### src/prcctl_pkg.sv
`default_nettype none

// Shared constants for the punched card reader controller.
package prcctl_pkg;

    // Instruction fields and event pulse gate bits.
    localparam logic [2:0] IOT_OPCODE = 3'h6; // Input-output transfer opcode, octal 6.
    localparam logic [5:0] DEV_COLUMN = 6'h33; // Device select octal 63, column commands.
    localparam logic [5:0] DEV_CARD = 6'h37; // Device select octal 67, card commands.
    localparam int DEV_MSB = 8; // Top bit of the device select field.
    localparam int DEV_LSB = 3; // Bottom bit of the device select field.
    localparam int GATE_P1 = 0; // Instruction bit 11 gates event pulse 1.
    localparam int GATE_P2 = 1; // Instruction bit 10 gates event pulse 2.
    localparam int GATE_P3 = 2; // Instruction bit 9 gates event pulse 3.

    // Column layout: bit 11 is row 12, bit 10 row 11, bit 9 row 0, bit 9-n row n.
    localparam int COL_W = 12; // Rows on a card.
    localparam int CHAR_W = 6; // Width of a decoded character.
    localparam int ROW12_BIT = 11; // Position of row 12.
    localparam int ROW11_BIT = 10; // Position of row 11.
    localparam int ROW0_BIT = 9; // Position of row 0.
    localparam int ROW8_BIT = 1; // Position of row 8.
    localparam logic [1:0] ZONE_NONE = 2'h0; // No zone punch.
    localparam logic [1:0] ZONE_ZERO = 2'h1; // Zone punch in row 0.
    localparam logic [1:0] ZONE_ELEVEN = 2'h2; // Zone punch in row 11.
    localparam logic [1:0] ZONE_TWELVE = 2'h3; // Zone punch in row 12.
    localparam logic [3:0] DIGIT_ZERO = 4'hA; // Lone row 0 reads as digit ten.
    localparam logic [3:0] DIGIT_EIGHT = 4'h8; // Row 8 added to another digit.

    // Card geometry, buffering and synchronisers.
    localparam int COLUMNS_PER_CARD = 80; // Columns delivered per card.
    localparam int CNT_W = 7; // Width of the column counter.
    localparam int FIFO_DEPTH = 4; // Columns buffered between reader and flag.
    localparam int SYNC_STAGES = 3; // Flip-flops on each pin input.

    // Column read deadline.
    localparam real CLK_MHZ = 200.0; // Clock rate.
    localparam real COLUMN_LIMIT_MS = 1.4; // Deadline in milliseconds.
    localparam int COLUMN_LIMIT_CYCLES = int'($floor(COLUMN_LIMIT_MS * 1000.0 * CLK_MHZ));
    localparam int TIMER_W = 19; // Wide enough for the deadline count.

    // Reset values.
    localparam logic NRDY_RESET = 1'b1; // Reader counts as not ready until seen.
    localparam logic [2:0] NRDY_SYNC_RESET = 3'h7; // Synchroniser matches that value.

endpackage : prcctl_pkg

`default_nettype wire

### src/prcctl_decode.sv
`default_nettype none

// Turns a twelve-row column image into a six-bit character: zone in the top two bits,
// digit row in the low four. Row 8 with a digit row from 1 to 7 adds eight to it.
module prcctl_decode (
    input wire logic [prcctl_pkg::COL_W-1:0] col, // Column image, bit 11 is row 12.
    output logic [prcctl_pkg::CHAR_W-1:0] code // Decoded character.
);
    logic [1:0] zone; // Zone part.
    logic [3:0] digit; // Digit part.
    logic found; // A digit row from 1 to 7 was seen.

    // Lowest punched digit row wins, so a mispunch still yields one defined code.
    always_comb
    begin
        zone = prcctl_pkg::ZONE_NONE;
        digit = 4'h0;
        found = 1'b0;
        for (int n = 1; n <= 7; n++)
        begin
            if (col[prcctl_pkg::ROW0_BIT - n] && !found)
            begin
                digit = 4'(n);
                found = 1'b1;
            end
        end
        // Row 8 alone is digit eight; with a digit row from 1 to 7 it adds eight.
        if (col[prcctl_pkg::ROW8_BIT])
        begin
            digit = digit + prcctl_pkg::DIGIT_EIGHT;
        end
        else if (col[0] && !found)
        begin
            digit = 4'h9;
        end
        // Zone rows: 12 over 11 over 0; a lone 0 punch is a digit.
        if (col[prcctl_pkg::ROW12_BIT])
        begin
            zone = prcctl_pkg::ZONE_TWELVE;
        end
        else if (col[prcctl_pkg::ROW11_BIT])
        begin
            zone = prcctl_pkg::ZONE_ELEVEN;
        end
        else if (col[prcctl_pkg::ROW0_BIT] && digit != 4'h0)
        begin
            zone = prcctl_pkg::ZONE_ZERO;
        end
        else if (col[prcctl_pkg::ROW0_BIT])
        begin
            digit = prcctl_pkg::DIGIT_ZERO;
        end
        code = {zone, digit};
    end
endmodule // prcctl_decode

`default_nettype wire

### src/prcctl_fifo.sv
`default_nettype none

// Small first-in first-out buffer with valid and ready on both sides.
module prcctl_fifo #(
    parameter int W = 12,
    parameter int DEPTH = 4
) (
    input wire logic clk, // Clock.
    input wire logic rst_b, // Asynchronous reset, active low.
    input wire logic in_valid, // Writer offers a word.
    output logic in_ready, // Buffer has room.
    input wire logic [W-1:0] in_data, // Word offered.
    output logic out_valid, // Buffer holds a word.
    input wire logic out_ready, // Reader takes the word.
    output logic [W-1:0] out_data // Oldest word.
);
    localparam int AW = $clog2(DEPTH); // Address width.

    // Storage and pointers; an extra pointer bit tells full from empty.
    typedef struct packed {
        logic [DEPTH-1:0][W-1:0] mem;
        logic [AW:0] wr;
        logic [AW:0] rd;
    } prcctl_fifo_state_type;

    prcctl_fifo_state_type s_q; // Present state.
    prcctl_fifo_state_type s_d; // Next state.
    logic do_wr; // A word enters this cycle.
    logic do_rd; // A word leaves this cycle.

    // Full when pointers differ only in the top bit; empty when equal.
    always_comb
    begin
        in_ready = (s_q.wr ^ s_q.rd) != {1'b1, {AW{1'b0}}};
        out_valid = s_q.wr != s_q.rd;
        out_data = s_q.mem[s_q.rd[AW-1:0]];
        do_wr = in_valid && in_ready;
        do_rd = out_valid && out_ready;
        s_d = s_q;
        if (do_wr)
        begin
            s_d.mem[s_q.wr[AW-1:0]] = in_data;
            s_d.wr = s_q.wr + 1'b1;
        end
        if (do_rd)
        begin
            s_d.rd = s_q.rd + 1'b1;
        end
    end

    // State register.
    always_ff @(posedge clk or negedge rst_b)
    begin
        if (!rst_b)
        begin
            s_q <= '0;
        end
        else
        begin
            s_q <= s_d;
        end
    end
endmodule // prcctl_fifo

`default_nettype wire

### src/prcctl_top.sv
// Behaviour
// - Commands only in fetch with opcode 6.
// - One select reads all 80 columns.
// - Punched hole reads one, blank zero.
// - Column ready raises flag and interrupt.
// - Card leaving raises finished flag, interrupt.
// - Not-ready status gathers faults, skip-testable.
// - Selects ignored while reader not ready.
// - Not-ready gives no interrupt, program-uncleared.
// - 6631 pulse 1 skips on column ready.
// - 6632 pulse 2 ORs character, clears flag.
// - 6634 pulse 3 ORs raw column, clears.
// - 6671 pulse 1 skips on card finished.
// - Each command completes within one instruction.
// - 6672 when ready skips, starts, clears finished; no pick while a card is still in the track.
// - 6674 pulse 3 clears card finished.
`default_nettype none

module prcctl_top #(
    parameter int COLUMN_LIMIT_CYCLES = prcctl_pkg::COLUMN_LIMIT_CYCLES
) (
    input wire logic CLK, // System clock, 200 MHz.
    input wire logic RST_B, // Asynchronous reset, active low.
    input wire logic FETCH, // Processor is in the fetch state.
    input wire logic [2:0] OPCODE_HOLDER, // Opcode held by the processor.
    input wire logic [11:0] INSTR_WORD, // Whole instruction, bit 0 is instruction bit 11.
    input wire logic EVENT_PULSE_1, // First event pulse, one cycle.
    input wire logic EVENT_PULSE_2, // Second event pulse, one cycle.
    input wire logic EVENT_PULSE_3, // Third event pulse, one cycle.
    input wire logic READER_NOT_READY_PIN, // Reader fault summary, asynchronous.
    input wire logic COLUMN_STROBE_PIN, // Rises when a column is sensed.
    input wire logic [11:0] COLUMN_ROWS_PIN, // Sensed rows, bit 11 is row 12.
    input wire logic CARD_LEFT_PIN, // Rises when the card leaves the station.
    output logic SKIP_REQUEST, // Advance the program counter, one cycle.
    output logic WORKING_REGISTER_OR_EN, // Merge data into the working register.
    output logic [11:0] WORKING_REGISTER_OR, // Data to be merged.
    output logic START_CARD, // Pick a card from the hopper, one cycle.
    output logic COLUMN_READY, // Column-ready flag.
    output logic CARD_FINISHED, // Card-finished flag.
    output logic READER_NOT_READY, // Synchronised not-ready status.
    output logic INTERRUPT_REQUEST, // Program interrupt request.
    output logic COLUMN_ACCEPT, // Column buffer has room.
    output logic DATA_LOST, // A column was dropped, one cycle.
    output logic [6:0] COLUMNS_SEEN // Columns sensed on the current card.
);

    // Whole controller state; the sync fields are pin synchronisers, index 0 first.
    typedef struct packed {
        logic [2:0] nrdy_s;
        logic [2:0] strb_s;
        logic [2:0] left_s;
        logic [2:0][11:0] rows_s;
        logic nrdy_q;
        logic strb_q;
        logic left_q;
        logic [11:0] col_q;
        logic col_ready_q;
        logic card_done_q;
        logic left_pend_q;
        logic moving_q;
        logic [prcctl_pkg::CNT_W-1:0] cnt_q;
        logic [prcctl_pkg::TIMER_W-1:0] wait_q;
        logic skip_q;
        logic start_q;
        logic acc_en_q;
        logic [11:0] acc_q;
        logic lost_q;
    } prcctl_state_type;

    prcctl_state_type s_q; // Present state.
    prcctl_state_type s_d; // Next state.
    logic [5:0] dev; // Device select field of the instruction.
    logic iot_now; // An input-output transfer instruction is under way.
    logic col_cmd; // It addresses the column device.
    logic card_cmd; // It addresses the card device.
    logic strb_edge; // A new column was sensed.
    logic left_edge; // The card just left the station.
    logic push_valid; // Column offered to the buffer.
    logic push_ready; // Buffer has room.
    logic pop_valid; // Buffer holds a column.
    logic pop_ready; // Holding register takes a column.
    logic [11:0] pop_data; // Oldest buffered column.
    logic [5:0] char_code; // Current column as a character.
    logic [prcctl_pkg::TIMER_W-1:0] limit; // Deadline count at register width.

    assign limit = prcctl_pkg::TIMER_W'(COLUMN_LIMIT_CYCLES - 1);

    // Columns waiting for software; COLUMN_ACCEPT shows the room left.
    prcctl_fifo #(
        .W(prcctl_pkg::COL_W),
        .DEPTH(prcctl_pkg::FIFO_DEPTH)
    ) u_fifo (
        .clk(CLK),
        .rst_b(RST_B),
        .in_valid(push_valid),
        .in_ready(push_ready),
        .in_data(s_q.rows_s[2]),
        .out_valid(pop_valid),
        .out_ready(pop_ready),
        .out_data(pop_data)
    );

    // Character form of the column held for software.
    prcctl_decode u_decode (
        .col(s_q.col_q),
        .code(char_code)
    );

    // Command decode and pin edges.
    always_comb
    begin
        dev = INSTR_WORD[prcctl_pkg::DEV_MSB:prcctl_pkg::DEV_LSB];
        iot_now = FETCH && (OPCODE_HOLDER == prcctl_pkg::IOT_OPCODE);
        col_cmd = iot_now && (dev == prcctl_pkg::DEV_COLUMN);
        card_cmd = iot_now && (dev == prcctl_pkg::DEV_CARD);
        // A pin change counts only once the second and third stages agree.
        strb_edge = (s_q.strb_s[1] == s_q.strb_s[2]) && s_q.strb_s[2] && !s_q.strb_q;
        left_edge = (s_q.left_s[1] == s_q.left_s[2]) && s_q.left_s[2] && !s_q.left_q;
        push_valid = strb_edge && s_q.moving_q
            && (s_q.cnt_q < prcctl_pkg::CNT_W'(prcctl_pkg::COLUMNS_PER_CARD));
        // Refill only between column instructions, so pulses 2 and 3 see one column.
        pop_ready = !s_q.col_ready_q && !col_cmd;
    end

    // Next-state logic for the whole controller.
    always_comb
    begin
        s_d = s_q;
        // Output pulses last a single cycle.
        s_d.skip_q = 1'b0;
        s_d.start_q = 1'b0;
        s_d.acc_en_q = 1'b0;
        s_d.lost_q = 1'b0;

        // Pin synchronisers; stage 0 feeds only stage 1.
        s_d.nrdy_s = {s_q.nrdy_s[1:0], READER_NOT_READY_PIN};
        s_d.strb_s = {s_q.strb_s[1:0], COLUMN_STROBE_PIN};
        s_d.left_s = {s_q.left_s[1:0], CARD_LEFT_PIN};
        s_d.rows_s = {s_q.rows_s[1:0], COLUMN_ROWS_PIN};

        if (s_q.nrdy_s[1] == s_q.nrdy_s[2])
        begin
            s_d.nrdy_q = s_q.nrdy_s[2];
        end
        if (s_q.strb_s[1] == s_q.strb_s[2])
        begin
            s_d.strb_q = s_q.strb_s[2];
        end
        if (s_q.left_s[1] == s_q.left_s[2])
        begin
            s_d.left_q = s_q.left_s[2];
        end

        // Count each sensed column; a full buffer drops it and reports it.
        if (push_valid)
        begin
            s_d.cnt_q = s_q.cnt_q + 1'b1;
            if (!push_ready)
            begin
                s_d.lost_q = 1'b1;
            end
        end

        // Card leaves: stop accepting columns and finish once the buffer drains.
        if (left_edge && s_q.moving_q)
        begin
            s_d.moving_q = 1'b0;
            s_d.left_pend_q = 1'b1;
        end

        if (s_q.col_ready_q)
        begin
            s_d.wait_q = s_q.wait_q + 1'b1;
            if (s_q.wait_q >= limit)
            begin
                s_d.col_ready_q = 1'b0;
                s_d.lost_q = 1'b1;
            end
        end

        // Column device commands; each gate bit enables one event pulse.
        if (col_cmd)
        begin
            if (EVENT_PULSE_1 && INSTR_WORD[prcctl_pkg::GATE_P1] && s_q.col_ready_q)
            begin
                s_d.skip_q = 1'b1;
            end
            // character into bits 6 to 11
            if (EVENT_PULSE_2 && INSTR_WORD[prcctl_pkg::GATE_P2])
            begin
                s_d.acc_q = {6'h00, char_code};
                s_d.acc_en_q = 1'b1;
                s_d.col_ready_q = 1'b0;
            end
            if (EVENT_PULSE_3 && INSTR_WORD[prcctl_pkg::GATE_P3])
            begin
                s_d.acc_q = s_q.col_q;
                s_d.acc_en_q = 1'b1;
                s_d.col_ready_q = 1'b0;
            end
        end

        // Card device commands.
        if (card_cmd)
        begin
            if (EVENT_PULSE_1 && INSTR_WORD[prcctl_pkg::GATE_P1] && s_q.card_done_q)
            begin
                s_d.skip_q = 1'b1;
            end
            if (EVENT_PULSE_2 && INSTR_WORD[prcctl_pkg::GATE_P2] && !s_q.nrdy_q)
            begin
                s_d.skip_q = 1'b1;
                s_d.card_done_q = 1'b0;
                // A card already in the track keeps running; no second pick.
                if (!s_q.moving_q && !s_q.left_pend_q)
                begin
                    s_d.start_q = 1'b1;
                    s_d.moving_q = 1'b1;
                    s_d.cnt_q = '0;
                end
            end
            if (EVENT_PULSE_3 && INSTR_WORD[prcctl_pkg::GATE_P3])
            begin
                s_d.card_done_q = 1'b0;
            end
        end

        if (pop_valid && pop_ready)
        begin
            s_d.col_q = pop_data;
            s_d.col_ready_q = 1'b1;
            s_d.wait_q = '0;
        end

        // card finished flag rises
        // After the clears, so an arriving finish wins.
        if (s_q.left_pend_q && !pop_valid)
        begin
            s_d.left_pend_q = 1'b0;
            s_d.card_done_q = 1'b1;
        end
    end

    // State register.
    // flags clear at reset
    always_ff @(posedge CLK or negedge RST_B)
    begin
        if (!RST_B)
        begin
            s_q <= '0;
            s_q.nrdy_s <= prcctl_pkg::NRDY_SYNC_RESET;
            s_q.nrdy_q <= prcctl_pkg::NRDY_RESET;
        end
        else
        begin
            s_q <= s_d;
        end
    end

    // Outputs; each answer is registered a cycle after its pulse.
    // answer within the instruction
    always_comb
    begin
        SKIP_REQUEST = s_q.skip_q;
        WORKING_REGISTER_OR_EN = s_q.acc_en_q;
        WORKING_REGISTER_OR = s_q.acc_q;
        START_CARD = s_q.start_q;
        COLUMN_READY = s_q.col_ready_q;
        CARD_FINISHED = s_q.card_done_q;
        READER_NOT_READY = s_q.nrdy_q;
        INTERRUPT_REQUEST = s_q.col_ready_q || s_q.card_done_q;
        COLUMN_ACCEPT = push_ready;
        DATA_LOST = s_q.lost_q;
        COLUMNS_SEEN = s_q.cnt_q;
    end

endmodule // prcctl_top

`default_nettype wire

### config.mk
export PLATFORM = sky130hd
export DESIGN_NAME = prcctl_top
export DESIGN_NICKNAME = d
export VERILOG_FILES = /design/src/prcctl_pkg.sv /design/src/prcctl_decode.sv /design/src/prcctl_fifo.sv /design/src/prcctl_top.sv
export SDC_FILE = /design/constraint.sdc
export NUM_CORES = 1
export LEC_CHECK = 0
export BUFFER_PORTS_ARGS = -buffer_cell sky130_fd_sc_hd__buf_2
export CAP_MARGIN = 20
export CORE_MARGIN = 3
export CORE_UTILIZATION = 50
export CTS_CLUSTER_DIAMETER = 150
export DETAILED_ROUTE_END_ITERATION = 6
export PLACE_DENSITY = 0.7
export SLEW_MARGIN = 20
export SYNTH_ARGS = -nofsm -noshare
export SYNTH_HDL_FRONTEND = slang
export SYNTH_SLANG_ARGS = --single-unit
export TNS_END_PERCENT = 100
### constraint.sdc
create_clock -name CLK -period 5.15 [get_ports CLK]
set_clock_uncertainty 0.15 [all_clocks]
set_input_delay 0.2575 -clock CLK [delete_from_list [all_inputs] [get_ports CLK]]
set_output_delay 0.2575 -clock CLK [all_outputs]
set_load 0.01 [all_outputs]
==> parameters.txt, run 1 <==
Parameter                              Value

Run status
  Outcome    finished, final reports clean

Logic synthesis
  Post-synth top area share    57.80%
  Number of distinct library cell variants in the gate-level netlist after synthesis    56
  Flip-flop and latch count after synthesis    160
  Leading cell types by total area after synthesis    sky130_fd_sc_hd__dfrtp_1 58%, sky130_fd_sc_hd__mux2_4 8.7%, sky130_fd_sc_hd__mux4_2 3.7%
  Number of warnings reported in the yosys synthesis log    0
  Xor/xnor cell area share of the yosys netlist    3.853%
  Synth async-reset ratio    100.0%
  Most frequently used flop master after synthesis    sky130_fd_sc_hd__dfrtp_1
  Dominant combinational cell family by area after synthesis    multiplexers
  Area fraction in compound gates after synthesis    5.094%
  Part of the Yosys area used for sequential elements    59.36%
  Leading area contributor after synthesis    sky130_fd_sc_hd__dfrtp_1
  Area share of and/or/nand/nor cells after synthesis    9.392%
  Cells after Synth    481
  Number of enable-type register cells in the synthesized netlist    0
  Synth Area in Adders    1.815%
  Netlist area before placement    0.006754 mm^2
  Mean area per synthesized cell    14.04 um^2
  Multiplexer share of the synthesized area    16.39%
  Post-Synthesis Net Count    526

Critical path
  Worst setup EP type    flip-flop
  Required time at the worst-slack endpoint    5300 ps
  Crit path DAT    2770 ps
  Critical path class    flip-flop to flip-flop
  Largest driver fanout on the critical path    15
  Type of origin of the critical path    flip-flop

Global routing
  Global-route wire length before repair    20070 um
  Maximum number of pins on one net before global-route repair    114
  Number of global-route vias before repair    3898
  GRT Resource Usage Total    17.45%
  Gr ovfl total    0
  Number of antenna violations at the first check in global routing    0

Final layout
  Area Overhead vs Synth    16.28%
  Number of filler cells placed in the layout    1017
  Fraction of layout instances using a drive strength above 1    28.98%
  Final net count    591
  Cell area after layout    0.007854 mm^2
  Antenna diode count    0

Floorplanning
  Top-level I/O count    64
  Die footprint    0.01494 mm^2
  Core Region    0.01293 mm^2
  Chip Width    122.2 um
  Initial Utilization    52.25%
  Die height    122.2 um
  Site row count    41

Power
  Pleak    3.866 nW
  P per Cell Area    368.3 mW/mm^2
  Tot Pwr    0.002892 W
  Highest ir drop seen on vdd    0.0002326 V

Detailed routing
  Post-DRT Antenna Nets    0
  Number of detailed-route iterations in the first pass    4
  Total number of vias    3904
  Total wire length after detailed routing    11940 um
  DRC violation count after routing    0
  Iteration-0 DRC count of the detailed router    315
  Per-cell via count in the routed design    5.341
  Wirelength per Cell    16.34 um

Clocking
  Total clock sinks    160
  Number of CTS-inserted buffers    17
  Buffer depth of the longest clock path    2
  Insertion delay to the later sink of the worst-skew pair    420 ps
  Htree depth    4
  Buffer cell driving the clock tree root    sky130_fd_sc_hd__clkbuf_16
  Clock slew at the register clock pins of the worst setup and hold paths    70 ps
  TritonCTS clock tree    built

Timing
  Max transition margin    33.15%
  Setup TNS    0 ps
  Number of failing setup endpoints in the final timing report    0
  Hold slack    106.6 ps
  Period utilisation layout    50.86%
  Max Clock Freq    381.8 MHz
  Minimum clock period after layout    2619 ps
  Slew Viols, Final    0
  Least-Margin Pin Slew    1003 ps
  Setup repair after global routing missed its margin    false
  Final hold vios    0

Placed design
  Routability cong.    0.7736
  IO buf count    60
  Hpwl dp    7498 um
  Post-DP Area    0.007048 mm^2

Run
  Max-cap viol count    0

Hold path
  Class of the tightest hold or removal check    primary input to flip-flop
==> cells by family after synthesis <==
group,count (synthesis)
muxes,73
DFF,160
xor gates and xnor gates,28
AOI/OAI and AO/OA,49
adders and majority gates,10
and+or+nand+nor,117
buffers and inverters,44
==> worst paths after layout <==
kind	cells past startpoint	from	slack [ps]	endpoint
max	5	u_fifo.s_q[0]	2530	s_q[51]
min	4	INSTR_WORD[0]	110	SKIP_REQUEST
max reg2reg	5	u_fifo.s_q[0]	2530	s_q[51]
min reg2reg	0	s_d[90]	200	s_q[90]
max in group asynchronous	3	RST_B	3290	COLUMNS_SEEN[2]
min in group asynchronous	2	RST_B	360	WORKING_REGISTER_OR[1]
==> synthesized netlist by cell type, types with 4 or more instances <==
cell	number
sky130_fd_sc_hd__nor3_1	8
sky130_fd_sc_hd__mux4_2	11
sky130_fd_sc_hd__nand2_4	4
sky130_fd_sc_hd__ha_1	9
sky130_fd_sc_hd__xor2_1	16
sky130_fd_sc_hd__xnor2_1	10
sky130_fd_sc_hd__o21ai_1	8
sky130_fd_sc_hd__a22o_1	7
sky130_fd_sc_hd__mux2_1	20
sky130_fd_sc_hd__and3_1	5
sky130_fd_sc_hd__o211ai_1	4
sky130_fd_sc_hd__dfstp_2	4
sky130_fd_sc_hd__a21oi_1	6
sky130_fd_sc_hd__nor2_1	32
sky130_fd_sc_hd__mux2_4	39
sky130_fd_sc_hd__inv_1	9
sky130_fd_sc_hd__clkbuf_1	6
sky130_fd_sc_hd__dfrtp_1	156
sky130_fd_sc_hd__o21ai_0	6
sky130_fd_sc_hd__nand3_1	8
sky130_fd_sc_hd__and4_1	5
sky130_fd_sc_hd__nand4_1	6
sky130_fd_sc_hd__buf_6	4
sky130_fd_sc_hd__buf_2	5
sky130_fd_sc_hd__buf_4	20
sky130_fd_sc_hd__and2_1	4
sky130_fd_sc_hd__nand2_1	28
==> critical path: stages (launching register included) <==
cell and delay, ps:
sky130_fd_sc_hd__dfrtp_1 1000, sky130_fd_sc_hd__xor2_2 240, sky130_fd_sc_hd__nor3_2 120, sky130_fd_sc_hd__nor3_4 400
sky130_fd_sc_hd__buf_4 250, sky130_fd_sc_hd__mux2_1 340
==> where the power goes <==
group | internal [W] | switching [W]
combinational | 0.000107 | 0.0000973
clock | 0.000729 | 0.000536
sequential | 0.00132 | 0.000106
==> metal layers <==
| metal | up-vias | routed length (um) | track usage (%) |
|---|---|---|---|
| met1 | 1971 | 5620 | 24.74 |
| met4 | 0 | 266 | 6.718 |
| li1 | 1813 | - | - |
| met2 | 97 | 5546 | 26.35 |
| met5 | - | 0 | 0 |
| met3 | 23 | 510 | 4.147 |
==> final cells by class <==
type                       count  area, um^2  share of cell area (%)
tap                          172       215.2                   2.740
timing repair buffer          81       529.3                   6.739
clock inverter                15       172.7                   2.199
multi-input combinational    277        2469                   31.43
sequential                   160        4009                   51.04
inverter                       9       33.78                  0.4301
clock buffer                  17       425.4                   5.417
==> placed cells by master, fill, tap and decap left out, types with 4 or more instances in the layout <==
master | netlist | routed
sky130_fd_sc_hd__and2_1 | 4 | 4
sky130_fd_sc_hd__clkbuf_16 | 0 | 17
sky130_fd_sc_hd__xor2_1 | 16 | 16
sky130_fd_sc_hd__xnor2_1 | 10 | 10
sky130_fd_sc_hd__inv_1 | 9 | 9
sky130_fd_sc_hd__ha_1 | 9 | 9
sky130_fd_sc_hd__mux4_2 | 11 | 11
sky130_fd_sc_hd__mux2_1 | 20 | 20
sky130_fd_sc_hd__nand2_4 | 4 | 4
sky130_fd_sc_hd__buf_2 | 5 | 59
sky130_fd_sc_hd__nor2_1 | 32 | 32
sky130_fd_sc_hd__o21ai_1 | 8 | 8
sky130_fd_sc_hd__a22o_1 | 7 | 7
sky130_fd_sc_hd__o21ai_0 | 6 | 6
sky130_fd_sc_hd__nand2_1 | 28 | 28
sky130_fd_sc_hd__and4_1 | 5 | 5
sky130_fd_sc_hd__dfrtp_1 | 156 | 156
sky130_fd_sc_hd__o211ai_1 | 4 | 4
sky130_fd_sc_hd__a21oi_1 | 6 | 6
sky130_fd_sc_hd__nand4_1 | 6 | 6
sky130_fd_sc_hd__inv_6 | 0 | 5
sky130_fd_sc_hd__and3_1 | 5 | 5
sky130_fd_sc_hd__dfstp_2 | 4 | 4
sky130_fd_sc_hd__dlygate4sd3_1 | 0 | 18
sky130_fd_sc_hd__mux2_4 | 39 | 39
sky130_fd_sc_hd__nor3_1 | 8 | 8
sky130_fd_sc_hd__nand3_1 | 8 | 8
==> per-stage QoR <==
stage | std cells | setup slack (ps) | util (%)
finish | 731 | 2531 | 60.75
global route | 731 | 2317 | 60.75
CTS | 730 | 1966 | 60.54
detailed placement | 680 | 1981 | 54.52
global placement | 680 | 2037 | 54.52
floorplan | 481 | 3168 | -
==> what timing repair did <==
item	in CTS	in global routing
hold endpoints to repair	124	0
resized for setup	0	0
buffers inserted	0	0
hold buffers	18	0
==> sequential cells by signal (all words and copies together) (netlist names) <==
register,cells
DATA_LOST,1
SKIP_REQUEST,1
s_d,30
u_fifo.s_q,54
READER_NOT_READY,1
COLUMN_READY,1
COLUMNS_SEEN,7
s_q,50
WORKING_REGISTER_OR,12
START_CARD,1
CARD_FINISHED,1
WORKING_REGISTER_OR_EN,1
(Power assumes the default switching activity.)
==> run 2, diff against run 1 <==
ABC_AREA = 1   (was not set)
PLACE_DENSITY = 0.73   (was 0.7)
clock period = 2.1 ns   (was 5.15 ns; I/O delays follow)
==> run 2 against run 1 <==
Critical path depth rose by 1. Worst setup slack got worse by 2300 ps. Design area rose by 2.1%. Fmax rose by 39%. Area after synthesis rose by 1.2%. Synthesized cell count rose by 46%. Flip-flop and latch count did not move. Critical endpoint is now s_q[42]. Via count rose by 26%.
==> parameters.txt, run 2 <==
Parameter                              Value

Final layout
  Cell area after layout    0.008015 mm^2 (+2.1%)
  Final net count    823 (+39%)
  Most flop-heavy register    u_fifo.s_q
  Antenna diode count    0 (unchanged)
  Area Overhead vs Synth    17.30%
  Fraction of layout instances using a drive strength above 1    17.70% (-11 points)
  Flip-flop count of the largest register, all copies and words added    54 (unchanged)
  Commonest non-fill, non-tap cell in the layout    sky130_fd_sc_hd__dfrtp_1
  Commonest cells after routing, fill and taps aside    156 x sky130_fd_sc_hd__dfrtp_1, 124 x sky130_fd_sc_hd__nand2_1, 105 x sky130_fd_sc_hd__o21ai_0
  Number of cells in the finished layout apart from fillers    967 (+32%)

Logic synthesis
  Flip-flop and latch count after synthesis    160 (unchanged)
  Post-synth top area share    57.13% (-0.67 points)
  Top cells by instance count after synthesis    156 x sky130_fd_sc_hd__dfrtp_1, 124 x sky130_fd_sc_hd__nand2_1, 105 x sky130_fd_sc_hd__o21ai_0
  Number of warnings reported in the yosys synthesis log    0 (unchanged)
  Synth async-reset ratio    100.0% (unchanged)
  Leading cell types by total area after synthesis    sky130_fd_sc_hd__dfrtp_1 57%, sky130_fd_sc_hd__o21ai_0 7.7%, sky130_fd_sc_hd__nand2_1 6.8%
  Number of enable-type register cells in the synthesized netlist    0 (unchanged)
  Mean area per synthesized cell    9.733 um^2 (-31%)
  Post-Synthesis Net Count    747 (+42%)
  Library cell with the highest instance count after synthesis    sky130_fd_sc_hd__dfrtp_1
  Number of distinct library cell variants in the gate-level netlist after synthesis    45 (-20%)
  Netlist area before placement    0.006833 mm^2 (+1.2%)
  Most frequently used flop master after synthesis    sky130_fd_sc_hd__dfrtp_1
  Leading area contributor after synthesis    sky130_fd_sc_hd__dfrtp_1
  Part of the Yosys area used for sequential elements    58.67% (-0.68 points)
  Cells after Synth    702 (+46%)

Clocking
  Clock slew at the register clock pins of the worst setup and hold paths    60 ps (about the same)
  Number of instances resized during post-cts repair    0 (unchanged)
  Buffer depth of the longest clock path    2 (unchanged)
  Htree depth    4 (unchanged)
  Insertion delay to the later sink of the worst-skew pair    420 ps (about the same)
  Total clock sinks    160 (unchanged)
  Buffer cell driving the clock tree root    sky130_fd_sc_hd__clkbuf_16
  Number of CTS-inserted buffers    17 (unchanged)
  TritonCTS clock tree    built

Placed design
  Hpwl dp    9094 um (+21%)
  Cell count after placement    910 (+34%)
  Post-DP Area    0.007186 mm^2 (+2.0%)
  Routability cong.    0.8909 (+15%)
  IO buf count    60 (unchanged)

Critical path
  Delay of the slowest cell on the worst path    630 ps (-370 ps)
  CP cell instances    nor2_1, inv_1, nor3_1, nand4_1, dlygate4sd3_1, nand2_1
  Worst setup EP type    flip-flop
  Type of origin of the critical path    flip-flop
  Number of cells on the worst reg-to-reg path    6 (+1)
  Standard cell with the maximum stage delay on the critical path    sky130_fd_sc_hd__dlygate4sd3_1
  Critical path class    flip-flop to flip-flop
  Required time at the worst-slack endpoint    2310 ps (-2990 ps)
  Largest driver fanout on the critical path    4 (-11)
  Crit path DAT    2090 ps (-680 ps)

Floorplanning
  Top-level I/O count    64 (unchanged)
  Die height    122.9 um (+0.55%)
  Die footprint    0.01510 mm^2 (+1.1%)
  Site row count    42 (+2.4%)
  Chip Width    122.9 um (+0.55%)
  Initial Utilization    51.39% (-0.85 points)
  Core Region    0.01330 mm^2 (+2.8%)

Detailed routing
  Post-DRT Antenna Nets    0 (unchanged)
  Per-cell via count in the routed design    5.104 (-4.4%)
  Wirelength per Cell    13.94 um (-15%)
  Number of detailed-route iterations in the first pass    5 (+1)
  Iteration-0 DRC count of the detailed router    371 (+18%)
  DRC violation count after routing    0 (unchanged)
  Total number of vias    4936 (+26%)
  Total wire length after detailed routing    13480 um (+13%)

Global routing
  Global-route wire length before repair    22920 um (+14%)
  Number of antenna violations at the first check in global routing    0 (unchanged)
  Number of global-route vias before repair    4978 (+28%)
  GRT Resource Usage Total    19.09% (+1.6 points)
  Maximum number of pins on one net before global-route repair    52 (-54%)
  Gr ovfl total    0 (unchanged)

Timing
  Setup repair after global routing missed its margin    false
  Max transition margin    66.12% (+33 points)
  Minimum clock period after layout    1881 ps (-738.0 ps)
  Final hold vios    0 (unchanged)
  Max Clock Freq    531.6 MHz (+39%)
  Number of failing setup endpoints in the final timing report    0 (unchanged)
  Slew Viols, Final    0 (unchanged)
  Period utilisation layout    89.58% (+39 points)
  Least-Margin Pin Slew    508.2 ps (-494.6 ps)
  Setup TNS    0 ps (unchanged)
  Hold slack    62.03 ps (-44.59 ps)

Power
  Highest ir drop seen on vdd    0.0005770 V (+150%)
  Tot Pwr    0.007755 W (+170%)
  Pleak    3.925 nW (+1.5%)
  P per Cell Area    967.5 mW/mm^2 (+160%)

Hold path
  Class of the tightest hold or removal check    primary input to asynchronous set/reset pin

Run status
  Outcome    finished, final reports clean

Run
  Max-cap viol count    0 (unchanged)
## run 2: cell types whose count changed after synthesis, sizes merged, moves of 6 or more
cell | before | now
a21oi | 7 | 14
a22o | 7 | 0
buf | 29 | 35
inv | 9 | 78
mux2 | 61 | 3
mux4 | 12 | 0
nand2 | 32 | 130
nand3 | 8 | 25
nor2 | 33 | 56
o21ai | 14 | 110
o22ai | 2 | 14
xor2 | 18 | 7
## run 2: stage by stage
stage	util [%]	setup slack, ps
6_report	60.29	218.8
5_1_grt	60.29	42.92
4_1_cts	60.29	233.8
3_5_place_dp	54.05	279.4
3_3_place_gp	54.05	324.2
2_1_floorplan	-	459.0
## run 2: cells by family after synthesis
| kind of cell | Yosys count | share of synthesized area, % |
|---|---|---|
| adders and majority gates | 10 | 1.795 |
| muxes | 3 | 0.4944 |
| AOI/OAI and AO/OA | 153 | 11.96 |
| and+or+nand+nor | 247 | 16.96 |
| xor gates and xnor gates | 12 | 1.648 |
| buffers and inverters | 117 | 8.478 |
| DFF | 160 | 58.67 |
## run 2: final timing paths
check                            startpoint                      to  slack [ps]
setup / recovery           READER_NOT_READY                 s_q[42]         220
hold / removal                        RST_B  WORKING_REGISTER_OR[4]          60
setup reg to reg           READER_NOT_READY                 s_q[42]         220
hold reg to reg                     s_d[96]                 s_q[96]         200
max in group asynchronous             RST_B                 s_d[79]        1050
min in group CLK              INSTR_WORD[2]           CARD_FINISHED          90
## run 2: final cells by class
| class | count | area (um^2) |
|---|---|---|
| Timing Repair Buffer | 96 | 664.4 |
| Clock buffer | 19 | 452.9 |
| Inverter | 78 | 297.8 |
| Tap cell | 176 | 220.2 |
| Fill cell | 1078 | 5280 |
| Clock inverter | 13 | 126.4 |
| Sequential cell | 160 | 4009 |
| Multi-Input combinational cell | 425 | 2245 |
## run 2: timing repair
action | CTS | global route
hold endpoints to repair | 178 | 0
hold buffers | 25 | 0
setup buffers | 0 | 0
endpoints found under the setup margin | 0 | 0
## run 2: metal layers
metal	vias to the layer above	wire length, um	part of all wire (%)	GRT usage [%]
li1	2431	-	-	-
met1	2380	5860	43	24.46
met2	115	6912	51	32.35
met3	10	609	4.5	4.620
met4	0	98	0.73	5.668
met5	-	0	0	0
## run 2: report_power, final
part | switching (W) | internal, W
combinational | 0.000848 | 0.000488
sequential | 0.000160 | 0.00328
clock | 0.00126 | 0.00172
total | 0.00227 | 0.00549
## run 2: worst max-delay path: cells and delay by family (launching register included)
kind	cells	cell delay, ps
AND/OR/NAND/NOR	4	600
flip-flops	1	380
buffers and inverters	2	710
==> run 3, diff against run 2 <==
ABC_AREA = 0   (was 1)
CAP_MARGIN = 5   (was 20)
==> run 3 against run 2 <==
Flip-flop and latch count unchanged. First-iteration DRC count shrank 35%. Core utilization up 2.3 points. Routed wire length down 10%. Design area rose by 0.98%. Combinational power is 49% lower. Die area fell by 1.1%. Register-to-register slack worse by 90 ps. Critical endpoint is now u_fifo.s_q[30]. Largest power group unchanged. Highest routed layer unchanged.
==> parameters.txt, run 3 (same netlist as run 1, synthesis figures left out) <==
Parameter                              Value

Power
  Internal    0.005493 W (about the same)
  Portion of total power attributed to the clock network    44.4% (+6.1 points)
  Pleak    3.972 nW (+1.2%)
  Highest ir drop seen on vdd    0.0005947 V (+3.1%)
  Net switching component of the power    0.001783 W (-21%)
  P per Cell Area    898.9 mW/mm^2 (-7.1%)
  Switching portion of total power    24.51% (-4.7 points)
  Tot Pwr    0.007276 W (-6.2%)
  Combinational group share of total power    9.3% (-7.9 points)
  Part of the power in registers    46.3% (+1.9 points)

Critical path
  Standard cell with the maximum stage delay on the critical path    sky130_fd_sc_hd__dfrtp_1
  Type of origin of the critical path    flip-flop
  CP cell instances    o21ai_2, nand4b_1, a21oi_4, buf_12, nand2_8, mux2_1
  Delay of the slowest cell on the worst path    420 ps (-210 ps)
  Crit path DAT    2120 ps (+30 ps)
  Critical path class    flip-flop to flip-flop
  Required time at the worst-slack endpoint    2250 ps (-60 ps)
  Worst setup EP type    flip-flop
  Largest driver fanout on the critical path    12 (+8)

Final layout
  Number of filler cells placed in the layout    959 (-11%)
  Area of combinational cells with multiple inputs    0.002492 mm^2 (+11%)
  Commonest cells after routing, fill and taps aside    156 x sky130_fd_sc_hd__dfrtp_1, 59 x sky130_fd_sc_hd__buf_2, 39 x sky130_fd_sc_hd__mux2_4
  Flip-flop count of the largest register, all copies and words added    54 (unchanged)
  Antenna diode count    0 (unchanged)
  Area Overhead vs Synth    19.84%
  Final net count    611 (-26%)
  Area used by sequential logic in the layout    0.004009 mm^2 (unchanged)
  Number of cells in the finished layout apart from fillers    751 (-22%)
  Most flop-heavy register    u_fifo.s_q
  Commonest non-fill, non-tap cell in the layout    sky130_fd_sc_hd__dfrtp_1
  Fraction of layout instances using a drive strength above 1    31.43% (+14 points)

Detailed routing
  DRC violation count after routing    0 (unchanged)
  Total wire length after detailed routing    12100 um (-10%)
  Iteration-0 DRC count of the detailed router    243 (-35%)
  Post-DRT Antenna Nets    0 (unchanged)
  Number of detailed-route iterations in the first pass    4 (-1)
  Per-cell via count in the routed design    5.265 (+3.1%)
  Wirelength per Cell    16.11 um (+16%)
  Total number of vias    3954 (-20%)

Floorplanning
  Core Region    0.01293 mm^2 (-2.8%)
  Chip Width    122.2 um (-0.55%)
  Die footprint    0.01494 mm^2 (-1.1%)
  Site row count    41 (-2.4%)
  Initial Utilization    52.25% (+0.85 points)
  Top-level I/O count    64 (unchanged)
  Die height    122.2 um (-0.55%)

Timing
  Slew Viols, Final    0 (unchanged)
  Max transition margin    68.75% (+2.6 points)
  Max Clock Freq    508.4 MHz (-4.4%)
  Least-Margin Pin Slew    464.9 ps (-43.32 ps)
  Period utilisation layout    93.67% (+4.1 points)
  Hold slack    20.70 ps (-41.33 ps)
  Minimum clock period after layout    1967 ps (+85.88 ps)
  Number of failing setup endpoints in the final timing report    0 (unchanged)
  Final hold vios    0 (unchanged)

Global routing
  Gr ovfl total    0 (unchanged)
  Met3 Use GR    4.608% (-0.012 points)
  Met2 usage in global routing    26.76% (-5.6 points)
  Global-route wire length before repair    19980 um (-13%)
  Maximum number of pins on one net before global-route repair    52 (unchanged)
  Number of global-route vias before repair    4012 (-19%)
  Number of antenna violations at the first check in global routing    0 (unchanged)
  Global-route layer with the greatest usage    met2
  GRT Resource Usage Total    17.26% (-1.8 points)
  Met1 usage in global routing    23.47% (-0.99 points)

Run
  Max-cap viol count    0 (unchanged)

Clocking
  Number of CTS-inserted buffers    17 (unchanged)
  Total clock sinks    160 (unchanged)
  Buffer cell driving the clock tree root    sky130_fd_sc_hd__clkbuf_16
  Insertion delay to the later sink of the worst-skew pair    420 ps (about the same)
  Buffer depth of the longest clock path    2 (unchanged)
  TritonCTS clock tree    built
  Htree depth    4 (unchanged)
  Clock slew at the register clock pins of the worst setup and hold paths    70 ps (about the same)

Placed design
  Routability cong.    0.7710 (-13%)
  Hpwl dp    7889 um (-13%)
  Cell count after placement    696 (-24%)
  IO buf count    60 (unchanged)

Hold path
  Class of the tightest hold or removal check    primary input to asynchronous set/reset pin

Run status
  Outcome    finished, final reports clean
[run 3: changes by cell type in the layout (fill, tap and decap cells not counted), moves of 13 or more]
cell                      change
sky130_fd_sc_hd__nand2_1     -96
sky130_fd_sc_hd__mux2_4      +39
sky130_fd_sc_hd__mux2_1      +20
sky130_fd_sc_hd__nor2_1      -19
sky130_fd_sc_hd__o21ai_0     -99
sky130_fd_sc_hd__nand3_1     -13
sky130_fd_sc_hd__inv_1       -63
[run 3: metal layers]
layer  part of all wire [%]  wire (um)
met4                    1.5        179
met2                     47       5671
met5                      0          0
met1                     47       5631
met3                    5.1        618
[run 3: cell type report]
type | count | share of cell area (%)
clock buffers | 18 | 5.426
clock inverters | 14 | 2.319
inverters | 9 | 0.4174
multi-input cells | 277 | 30.79
flip-flops and latches | 160 | 49.53
well taps | 172 | 2.659
repair buffers | 101 | 8.858
[run 3: what timing repair did]
item,in CTS,in global routing
endpoints found under the setup margin,0,50
resized for setup,0,4
hold buffers,22,0
hold endpoints to repair,178,0
buffers inserted,0,2
[run 3: metrics by stage]
stage	cell area [um^2]	setup WS, ps	util, %	setup TNS, ps
CTS	8053	32.58	62.29	0
global route	8094	-1.494	62.61	-1.494
floorplan	6754	117.7	-	0
detailed placement	7206	58.42	55.74	0
finish	8094	132.9	62.61	0
global placement	7206	81.42	55.74	0
[run 3: final timing paths]
check,from,endpoint,slack [ps],depth (start not counted)
worst max-delay path,COLUMNS_SEEN[5],u_fifo.s_q[30],130,6
worst min-delay path,RST_B,WORKING_REGISTER_OR[7],20,2
worst max register to register,COLUMNS_SEEN[5],u_fifo.s_q[30],130,6
worst min register to register,s_d[101],s_d[102],200,0
max in group asynchronous,RST_B,COLUMNS_SEEN[2],1080,3
min in group CLK,EVENT_PULSE_1,SKIP_REQUEST,40,5
[run 3: critical path, delay by kind of cell, from the launching register on]
| kind | cells | cell delay (ps) |
|---|---|---|
| AOI/OAI and AO/OA | 2 | 470 |
| buffers and inverters | 1 | 160 |
| DFF | 1 | 420 |
| muxes | 1 | 340 |
| and+or+nand+nor | 2 | 300 |
[run 3: power groups by stage]
stage	Sequential, W	Combinational (W)	Clock, W
after CTS	0.00337	0.000691	0.00331
final	0.00337	0.000678	0.00323
after floorplan	0.00340	0.000424	0
after global placement	0.00342	0.000649	0
after global routing	0.00339	0.000756	0.00346
after detailed placement	0.00342	0.000656	0
